[config.mk]
export PLATFORM = sky130hd
export DESIGN_NAME = cat_counter_array
export DESIGN_NICKNAME = d
export VERILOG_FILES = /design/src/inc/cat_pkg.sv /design/src/inc/cat_tick_if.sv /design/src/logic/cat_counter_array.sv /design/src/logic/cat_timebase.sv
export SDC_FILE = /design/constraint.sdc
export NUM_CORES = 1
export LEC_CHECK = 0
export ABC_AREA = 1
export BUFFER_PORTS_ARGS = -buffer_cell sky130_fd_sc_hd__buf_2
export CAP_MARGIN = 40
export CORE_AREA = 3 3 79 81
export CTS_CLUSTER_SIZE = 40
export DETAILED_ROUTE_END_ITERATION = 10
export DIE_AREA = 0 0 82 84
export PLACE_DENSITY = 0.74
export SKIP_LAST_GASP = 1
export SLEW_MARGIN = 20
export SYNTH_ARGS = -nofsm -noshare
export SYNTH_HDL_FRONTEND = slang
export SYNTH_SLANG_ARGS = --single-unit
[constraint.sdc]
create_clock -name clk -period 1.55 [get_ports clk]
set_input_delay 0.465 -clock clk [delete_from_list [all_inputs] [get_ports clk]]
set_output_delay 0.465 -clock clk [all_outputs]
set_load 0.02 [all_outputs]
[src/inc/cat_pkg.sv]
// Constants shared by the counter array timebase design.
`default_nettype none
package cat_pkg;
    // Register select codes on the special-function register port.
    localparam logic [1:0] CAT_SEL_COUNT_LOW = 2'h0;
    localparam logic [1:0] CAT_SEL_COUNT_HIGH = 2'h1;
    localparam logic [1:0] CAT_SEL_MODE = 2'h2;

    // Field positions inside the array mode register.
    localparam int CAT_MODE_IDLE_STOP_BIT = 7;
    localparam int CAT_MODE_FLAG_BIT = 6;
    localparam int CAT_MODE_SELECT_LSB = 1;
    localparam int CAT_MODE_IRQ_EN_BIT = 0;

    // Values after reset.
    localparam logic [15:0] CAT_COUNT_RESET = 16'h0000;
    localparam logic [2:0] CAT_SELECT_RESET = 3'h0;
    localparam logic [7:0] CAT_BYTE_RESET = 8'h00;

    // Timebase select codes.
    localparam logic [2:0] CAT_TB_DIV12 = 3'h0;
    localparam logic [2:0] CAT_TB_DIV4 = 3'h1;
    localparam logic [2:0] CAT_TB_TIMER0 = 3'h2;
    localparam logic [2:0] CAT_TB_EXT_INPUT = 3'h3;
    localparam logic [2:0] CAT_TB_SYSCLK = 3'h4;
    localparam logic [2:0] CAT_TB_OSC_DIV8 = 3'h5;

    // Divider counts in system clock cycles and oscillator edges, and the top value of the 16-bit count.
    localparam logic [3:0] CAT_PRESCALE_LAST = 4'hb;
    localparam logic [1:0] CAT_DIV4_PHASE = 2'h3;
    localparam logic [2:0] CAT_OSC_DIV_LAST = 3'h7;
    localparam logic [15:0] CAT_COUNT_MAX = 16'hffff;
endpackage : cat_pkg
`default_nettype wire

[src/inc/cat_tick_if.sv]
// Link between the counter core and its timebase tick source.
`default_nettype none
interface cat_tick_if;
    logic [2:0] timebaseSelect;
    logic run;
    logic tick;
    modport counter (output timebaseSelect, output run, input tick);
    modport source (input timebaseSelect, input run, output tick);
endinterface : cat_tick_if
`default_nettype wire

[src/logic/cat_counter_array.sv]
// Shared 16-bit counter of the programmable counter array with its mode register.
`default_nettype none
module cat_counter_array (
    // Clock and reset.
    input wire logic clk,
    input wire logic reset,
    // Special-function register port.
    input wire logic [1:0] sfrSelect,
    input wire logic sfrWrite,
    input wire logic sfrRead,
    input wire logic [7:0] sfrWriteData,
    output logic [7:0] sfrReadData,
    // Processor status.
    input wire logic cpuIdle,
    input wire logic controlRmwExec,
    input wire logic globalIrqEnable,
    input wire logic arrayIrqEnable,
    // Count sources.
    input wire logic timer0Overflow,
    input wire logic externalCountInput,
    input wire logic extOscillator,
    // Outputs to the processor and the capture/compare modules.
    output logic irqRequest,
    output logic [15:0] counterValue
);
    typedef struct packed {
        logic [7:0] countHigh;
        logic [7:0] countLow;
        logic [7:0] snapshot;
        logic [7:0] readData;
        logic idleStop;
        logic overflowFlag;
        logic [2:0] timebaseSelect;
        logic overflowIrqEnable;
    } cat_state_t;

    cat_state_t state;
    cat_state_t next_state;
    cat_tick_if tickLink ();
    logic [15:0] count;
    logic countTick;
    logic wrapNow;
    logic writeLow;
    logic writeHigh;
    logic writeMode;
    logic readLow;

    // Decode of a register access on the port.
    function automatic logic hits(input logic strobe, input logic [1:0] sel,
                                  input logic [1:0] target);
        hits = strobe && sel == target;
    endfunction : hits

    // Mode register image; reserved bits read as zero.
    function automatic logic [7:0] mode_image(input cat_state_t s);
        mode_image = 8'h00;
        mode_image[cat_pkg::CAT_MODE_IDLE_STOP_BIT] = s.idleStop;
        mode_image[cat_pkg::CAT_MODE_FLAG_BIT] = s.overflowFlag;
        mode_image[cat_pkg::CAT_MODE_SELECT_LSB +: 3] = s.timebaseSelect;
        mode_image[cat_pkg::CAT_MODE_IRQ_EN_BIT] = s.overflowIrqEnable;
    endfunction : mode_image

    cat_timebase timebase (
        .clk(clk),
        .reset(reset),
        .timer0Overflow(timer0Overflow),
        .externalCountInput(externalCountInput),
        .extOscillator(extOscillator),
        .link(tickLink)
    );

    // Link to the tick source; the counter halts in idle only when asked to.
    assign tickLink.timebaseSelect = state.timebaseSelect;
    assign tickLink.run = !(cpuIdle && state.idleStop);
    assign countTick = tickLink.tick;

    // Access strobes and the wrap condition.
    assign count = {state.countHigh, state.countLow};
    assign writeLow = hits(sfrWrite, sfrSelect, cat_pkg::CAT_SEL_COUNT_LOW);
    assign writeHigh = hits(sfrWrite, sfrSelect, cat_pkg::CAT_SEL_COUNT_HIGH);
    assign writeMode = hits(sfrWrite, sfrSelect, cat_pkg::CAT_SEL_MODE);
    assign readLow = hits(sfrRead, sfrSelect, cat_pkg::CAT_SEL_COUNT_LOW);
    assign wrapNow = countTick && !writeLow && !writeHigh && count == cat_pkg::CAT_COUNT_MAX;

    // Next state: counting, register writes, snapshot and read data.
    always_comb
    begin
        next_state = state;
        // A software write to a count byte wins over a tick in the same cycle.
        if (writeLow || writeHigh)
        begin
            if (writeLow)
            begin
                next_state.countLow = sfrWriteData;
            end
            if (writeHigh)
            begin
                next_state.countHigh = sfrWriteData;
            end
        end
        else if (countTick)
        begin
            {next_state.countHigh, next_state.countLow} = count + 16'h0001;
        end
        if (writeMode)
        begin
            next_state.idleStop = sfrWriteData[cat_pkg::CAT_MODE_IDLE_STOP_BIT];
            next_state.overflowFlag = sfrWriteData[cat_pkg::CAT_MODE_FLAG_BIT];
            next_state.timebaseSelect = sfrWriteData[cat_pkg::CAT_MODE_SELECT_LSB +: 3];
            next_state.overflowIrqEnable = sfrWriteData[cat_pkg::CAT_MODE_IRQ_EN_BIT];
        end
        // The hardware set wins over a software clear in the same cycle, but an
        // overflow that lands inside a control read-modify-write is lost.
        if (wrapNow && !controlRmwExec)
        begin
            next_state.overflowFlag = 1'b1;
        end
        // Reading the low byte freezes the high byte for the following read.
        if (readLow)
        begin
            next_state.snapshot = state.countHigh;
        end
        // Reads load the output register (a low read also the snapshot) and never touch the count.
        if (sfrRead)
        begin
            unique case (sfrSelect)
                cat_pkg::CAT_SEL_COUNT_LOW: next_state.readData = state.countLow;
                cat_pkg::CAT_SEL_COUNT_HIGH: next_state.readData = state.snapshot;
                cat_pkg::CAT_SEL_MODE: next_state.readData = mode_image(state);
                default: next_state.readData = cat_pkg::CAT_BYTE_RESET;
            endcase
        end
    end

    // State register.
    always_ff @(posedge clk or posedge reset)
    begin
        if (reset)
        begin
            state.countHigh <= cat_pkg::CAT_BYTE_RESET;
            state.countLow <= cat_pkg::CAT_BYTE_RESET;
            state.snapshot <= cat_pkg::CAT_BYTE_RESET;
            state.readData <= cat_pkg::CAT_BYTE_RESET;
            state.idleStop <= 1'b0;
            state.overflowFlag <= 1'b0;
            state.timebaseSelect <= cat_pkg::CAT_SELECT_RESET;
            state.overflowIrqEnable <= 1'b0;
        end
        else
        begin
            state <= next_state;
        end
    end

    // The flag is never cleared by interrupt entry, only by a mode write.
    // Request needs the flag, its own enable, the array enable and the global one.
    assign irqRequest = state.overflowFlag && state.overflowIrqEnable
        && arrayIrqEnable && globalIrqEnable;
    assign sfrReadData = state.readData;
    // One copy of the count feeds all five capture/compare modules.
    assign counterValue = count;
endmodule : cat_counter_array
`default_nettype wire

[src/logic/cat_timebase.sv]
// Timebase tick generator for the counter array.
`default_nettype none
module cat_timebase (
    // Clock and reset.
    input wire logic clk,
    input wire logic reset,
    // Count sources.
    input wire logic timer0Overflow,
    input wire logic externalCountInput,
    input wire logic extOscillator,
    // Link to the counter core.
    cat_tick_if.source link
);
    typedef struct packed {
        logic [3:0] prescale;
        logic countInPrev;
        logic oscMeta;
        logic oscSync;
        logic oscPrev;
        logic [2:0] oscDiv;
    } cat_tb_state_t;

    cat_tb_state_t state;
    cat_tb_state_t next_state;
    logic oscRise;
    logic countInFall;

    // The oscillator is asynchronous, so only the second stage feeds the edge detector.
    assign oscRise = state.oscSync && !state.oscPrev;
    assign countInFall = state.countInPrev && !externalCountInput;

    // Next state of the prescaler, the edge detectors and the divide-by-8 counter.
    always_comb
    begin
        next_state = state;
        next_state.countInPrev = externalCountInput;
        next_state.oscMeta = extOscillator;
        next_state.oscSync = state.oscMeta;
        next_state.oscPrev = state.oscSync;
        if (state.prescale == cat_pkg::CAT_PRESCALE_LAST)
        begin
            next_state.prescale = 4'h0;
        end
        else
        begin
            next_state.prescale = state.prescale + 4'h1;
        end
        if (oscRise)
        begin
            next_state.oscDiv = state.oscDiv + 3'h1;
        end
    end

    // One shared prescaler serves both system clock dividers, saving a counter.
    always_ff @(posedge clk or posedge reset)
    begin
        if (reset)
        begin
            state <= '0;
        end
        else
        begin
            state <= next_state;
        end
    end

    // Tick selection; codes 110 and 111 give no tick at all.
    always_comb
    begin
        unique case (link.timebaseSelect)
            cat_pkg::CAT_TB_DIV12: link.tick = state.prescale == cat_pkg::CAT_PRESCALE_LAST;
            cat_pkg::CAT_TB_DIV4: link.tick = state.prescale[1:0] == cat_pkg::CAT_DIV4_PHASE;
            cat_pkg::CAT_TB_TIMER0: link.tick = timer0Overflow;
            cat_pkg::CAT_TB_EXT_INPUT: link.tick = countInFall;
            cat_pkg::CAT_TB_SYSCLK: link.tick = 1'b1;
            cat_pkg::CAT_TB_OSC_DIV8: link.tick = oscRise && state.oscDiv == cat_pkg::CAT_OSC_DIV_LAST;
            default: link.tick = 1'b0;
        endcase
        link.tick = link.tick && link.run;
    end
endmodule : cat_timebase
`default_nettype wire

# Yosys cells after proc, flatten, opt, wreduce, memory -nomap -nowiden
# Index checks and enable logic that the tools add are counted.
# word_totals
elab_cells	68
in_bits	21
ff_bits	49
output_inout_bits	25
# classes
reduce_logical	29
addsub	3
muxes	9
n_eq_ne	13
# ops
op	n
16-bit two-way mux	2
8-bit one-hot mux with 3 select lines	1
16-bit by 1-bit adder with 16-bit output, second input constant	1
16-bit equality test, second input constant	1
1-bit logical AND	16
8-bit two-way mux	2
3-bit equality test, second input constant	3
3-bit by 2-bit equality test with 1-bit output, second input constant	2
1-bit zero test	6
1-bit one-hot mux with 6 select lines	1
5-bit two-way mux	1
4-bit by 1-bit adder with 4-bit output, second input constant	1
2-bit equality test, second input constant	2
4-bit equality test, second input constant	1
4-bit two-way mux	1
2-bit != test, second input constant	2
2-bit AND reduction	2
2-bit nonzero test	2
3-bit by 1-bit adder with 3-bit output, second input constant	1
3-bit by 1-bit equality test with 1-bit output, second input constant	1
3-bit zero test	1
2-bit by 1-bit equality test with 1-bit output, second input constant	1
2-bit zero test	1
1-bit logical OR	1
1-bit two-way mux	1

# Logic depth before layout (Yosys ltp)
# depth
depth_word	10
ltp_mapped	11

# Cells and area by module
# From an unflattened synthesis, not the netlist that was laid out.
# unflattened
hier_cells	361
area_unflattened_um2	2793.9
# by_module_without_submodules
mod	cells_each	area_each_um2	seq_area_each_um2	n_inst
cat_counter_array	315	2297.2	950.9	1
cat_timebase	46	496.7	275.3	1

# Least setup slack after synthesis
# No wires, ideal clock.
# synth_path
kind	register to register
start	register timebase.state[0] (netlist bit)
end	register state, in the netlist counterValue[7]
period_less_slack_ns	1.480
path_buffers	0
path_slack_ns	0.070
t_required_ns	1.433
arrival_ns	1.363
setup_ns	0.117
stages_incl_launch_ff	11
cell_sequence	dfrtp_1 -> ha_1 -> ha_1 -> nand3_1 -> nor2_1 -> nor2_1 -> nand3_1 -> nand2_4 -> nand2_2 -> nand2_1 -> nand2_1
# synth_between
elab_chain_len	6
# synth_rtl
element	line_no	rtl
start: declaration	cat_timebase.sv:23	cat_tb_state_t state;
start signal: assignment	cat_timebase.sv:63	state <= next_state;
3-bit equality test	cat_timebase.sv:76	cat_pkg::CAT_TB_OSC_DIV8: link.tick = oscRise && state.oscDiv == cat_pkg::CAT_OSC_DIV_LAST;
1-bit logical AND	cat_timebase.sv:76	
1-bit one-hot mux with 6 select lines	cat_timebase.sv:70	unique case (link.timebaseSelect)
1-bit logical AND	cat_timebase.sv:79	link.tick = link.tick && link.run;
2-bit nonzero test (no source line)	-	
2-bit AND reduction (no source line)	-	
end signal: assignment	cat_counter_array.sv:151	state <= next_state;
end: declaration	cat_counter_array.sv:37	cat_state_t state;
# No other way between the ends.
# A chain may end at the register's enable or synchronous reset.

# Final worst setup path
# layout_path
start	register timebase.state[0] (netlist bit)
end	register state, in the netlist counterValue[0]
# The elaborated chain is that of the path after synthesis.

==> results summary <==
The flow ran to the end, but the final reports show violations. The checks that failed: setup timing. Once routing completed, OpenROAD measured the worst setup slack at -22.6 ps.

The critical path required time is 1790 ps. Max-cap violations in this run came to 0. The number of setup violations in the final report is 3. The number of cells on the worst reg-to-reg path is 10.

The worst setup path is captured at a register. After synthesis, the share of flip-flops with an asynchronous set or reset is 100%. The die covers 0.00689 mm2. Dividing total power by cell area gives a power density of 1520 mW/mm2. The static leakage power came out at 1.76 nW. The kind of path behind the tightest hold check is in2async. By count the netlist is led by sky130_fd_sc_hd__nand2_1 (129), sky130_fd_sc_hd__dfrtp_1 (49), sky130_fd_sc_hd__nand3_1 (44). The detailed-routing iteration count for the pre-antenna-repair pass came out at 5.

The sort of element at the start of the critical path is a register. The first-iteration detailed-routing DRC count came out at 155. Global routing finished with a remaining overflow of 0. Setup repair after global routing could not meet its margin everywhere. The slew at the pin with the worst max-slew slack came out at 447 ps. The first global-routing pass estimated 11500 um of wire.

The top-level port count is 46. The number of placement rows is 27. Of the post-synthesis cell area, the dominant cell type holds 43.5%. Setup slack on the worst reg-to-reg path comes out at -20 ps. Summed over all instances, the cell type with the most area after synthesis is sky130_fd_sc_hd__dfrtp_1. The DRC violation count after routing came out at 0.

The initial cell density of the core came out at 50.9%. The synthesized netlist net count came out at 401. The largest net degree at the start of global routing came out at 18. The number of buffers between clock root and the deepest sink is 2. The biggest cell delay along the critical path is 390 ps. The synthesis-to-finish area growth came out at 18.3%.

The capture point of the worst path is counterValue[0]. The count of flip-flops with a built-in enable after synthesis came out at 0. Yosys mapped the design onto 26 distinct sky130hd cell types. The cell with the largest stage delay on the worst path is sky130_fd_sc_hd__dfrtp_1. The number of global-route vias before repair is 2473. Global routing consumed, over all layers together, 21.3% of the routing resources. The area of combinational cells with multiple inputs is 0.00133 mm2.

The TritonCTS buffer count came out at 5. Tracing the worst setup path back leads to its startpoint at timebase.state[0]. In this run the critical register-to-register path is captured at counterValue[0]. The vertical die dimension came out at 84 um.

After clock tree synthesis, the clock-pin slew on the worst setup and hold paths is 90 ps. The worst relative slew slack is 70.1%. Registers take 0.00123 mm2. The detailed-route via count is 2596. Once placement completed, the tool counted placed cells totaling 484. The worst register-to-register path begins at timebase.state[0].

Based on the critical path, the design can be clocked at up to 636 MHz. The final count of hold timing violations came out at 0. The width of the die is 82 um.

The largest fanout on the critical path is 7. The worst setup slack after placement is -37.4 ps. The layout has 510 filler cells. The total number of clock tree sinks came out at 49. The period utilization came out at 101%.

VDD sags by at most 0.000813 V. The net count reported at finish is 446. The number of warning messages in the yosys log is 0. The clock tree from TritonCTS is built.

The post-synthesis sequential element count came out at 49. At the worst endpoint, the arrival time is 1810 ps. By startpoint and endpoint, the worst setup path is classified as reg2reg. The post-synthesis area per instance came out at 7.50 um2. The most used flip-flop cell after synthesis is sky130_fd_sc_hd__dfrtp_1. The clock skew after layout came out at 9.02 ps.

The most common cell in the synthesized netlist is sky130_fd_sc_hd__nand2_1. Hold repair after CTS inserted 0 buffers. The detailed-route vias per instance is 5.26.

The sequential fraction of the synthesis area came out at 43.5%. The final critical path time including I/O delays and setup came out at 1570 ps. The mapped netlist covers 0.00282 mm2. The cell sitting at the root of the clock tree is a sky130_fd_sc_hd__clkbuf_8. The number of inserted diodes came out at 0.

The fraction of layout cells with a size suffix above 1 came out at 25.6%. The wire length reported by the detailed router is 7010 um. By area the synthesized netlist is led by sky130_fd_sc_hd__dfrtp_1 (43%), sky130_fd_sc_hd__nand2_1 (17%), sky130_fd_sc_hd__nand3_1 (7.8%), sky130_fd_sc_hd__buf_4 (6.7%), sky130_fd_sc_hd__nor2_1 (4.1%). In the synthesized netlist, the number of instances is 376. The placed wire-length estimate after detailed placement came out at 5190 um. The signal on the critical path passes through ha_2 -> ha_4 -> nand3_2 -> nor2_1 -> nor2_1 -> nand3_1 -> nand2_4 -> buf_6 -> nand3_2 -> nand2_1. The number of nets with antenna violations after detailed routing is 0. The count of pins over their slew limit came out at 0.

The clock reaches the later pin of the worst-skew pair after 300 ps. CTS built an H-tree with a depth of 2. The number of antenna violations at the first check in global routing was 0. After detailed routing, the average wire length per cell comes to 14.2 um.

The placeable core region came out at 0.00554 mm2. In this run the tool buffered the top-level ports with 45 buffer cells. At the end of routability-driven placement, the weighted congestion stood at 0.865. The post-route non-filler standard cell count is 494.
-- how the worst min path moves through the flow --
stage | depth (start not counted) | slack, ps | endpoint | from
detailed placement | 0 | 340 | timebase.next_state[3] | timebase.next_state[4]
floorplan | 0 | 330 | timebase.next_state[3] | timebase.next_state[4]
global placement | 0 | 330 | timebase.next_state[3] | timebase.next_state[4]
global route | 2 | 190 | sfrReadData[1] | reset
CTS | 2 | 170 | sfrReadData[1] | reset
finish | 2 | 150 | sfrReadData[1] | reset
-- cell usage in the layout, fill, tap and decap left out, drive strengths merged, types with 2 or more instances in the layout --
master / netlist / layout
buf: 27 / 67
dfrtp: 49 / 49
a21oi: 6 / 6
nand2: 136 / 136
o21ai: 23 / 23
inv: 32 / 31
mux2: 4 / 4
nor3: 3 / 3
clkbuf: 2 / 7
o31ai: 2 / 2
xor2: 3 / 3
nand3: 44 / 44
nor2: 33 / 33
o211ai: 2 / 2
nand4: 3 / 3
ha: 4 / 4
-- sequential cells by signal, indices dropped and copies added (netlist names) --
register and count:
counterValue 16, sfrReadData 8, state 11, tickLink.timebaseSelect 3
timebase.next_state 2, timebase.state 9
-- routing by layer --
layer,vias to the layer above,global-route usage [%],share of wire (%)
met5,-,0,0
met4,0,6.19,2.5
met3,17,3.78,6.3
met2,109,34.0,47
met1,1204,29.1,44
li1,1266,-,-
-- cell type report --
| cell class | count | area share, % |
|---|---|---|
| Clock buffer | 7 | 2.59 |
| Clock inverter | 1 | 0.900 |
| Inverter | 33 | 3.83 |
| Multi-Input combinational cell | 265 | 39.9 |
| Sequential cell | 49 | 36.8 |
| Tap cell | 72 | 2.70 |
| Timing Repair Buffer | 67 | 13.2 |
-- what timing repair did --
item                                    in CTS  in global routing
resized for setup                            8                 17
endpoints found under the setup margin      18                 21
setup buffers                                0                  2
pin swaps                                    2                  7
endpoints found under the hold margin        0                  0
-- worst max-delay path, delay by kind of cell (launching register included) --
| family | cells | cell delay (ps) |
|---|---|---|
| DFF | 1 | 390 |
| buffers and inverters | 1 | 160 |
| adders and majority gates | 2 | 350 |
| and+or+nand+nor | 7 | 610 |
-- where the power goes --
group          leakage (nW)  switching (W)  internal (W)  total, W
Clock                0.0585       0.000420      0.000526  0.000946
Sequential            0.615       0.000441       0.00167   0.00211
Combinational          1.08        0.00122      0.000811   0.00203
Total                  1.76        0.00208       0.00300   0.00508
-- metrics by stage --
| stage | area (um2) | setup TNS (ps) | utilization (%) | total power (W) | hold WS [ps] |
|---|---|---|---|---|---|
| final | 3340 | -29.5 | 60.2 | 0.00508 | 152 |
| after floorplan | 2820 | 0 | - | 0.00356 | 331 |
| after global placement | 3120 | 0 | 56.2 | 0.00395 | 332 |
| after global routing | 3340 | -1610 | 60.2 | 0.00544 | 189 |
| after detailed placement | 3120 | -416 | 56.2 | 0.00402 | 340 |
| after CTS | 3260 | -21.4 | 58.9 | 0.00500 | 168 |
-- kinds of logic (layout without fill, tap and decap cells) --
group	count (synthesis)	count (layout)	synth area share, %
AND/OR/NAND/NOR	219	219	33.4
buffers and inverters	62	108	11.9
flip-flops	49	49	43.5
AO/OA/AOI/OAI	34	34	6.65
adder cells (fa/ha/maj)	4	4	1.77
XOR/XNOR	4	4	1.24
multiplexers	4	4	1.60
(Power assumes the default switching activity.)
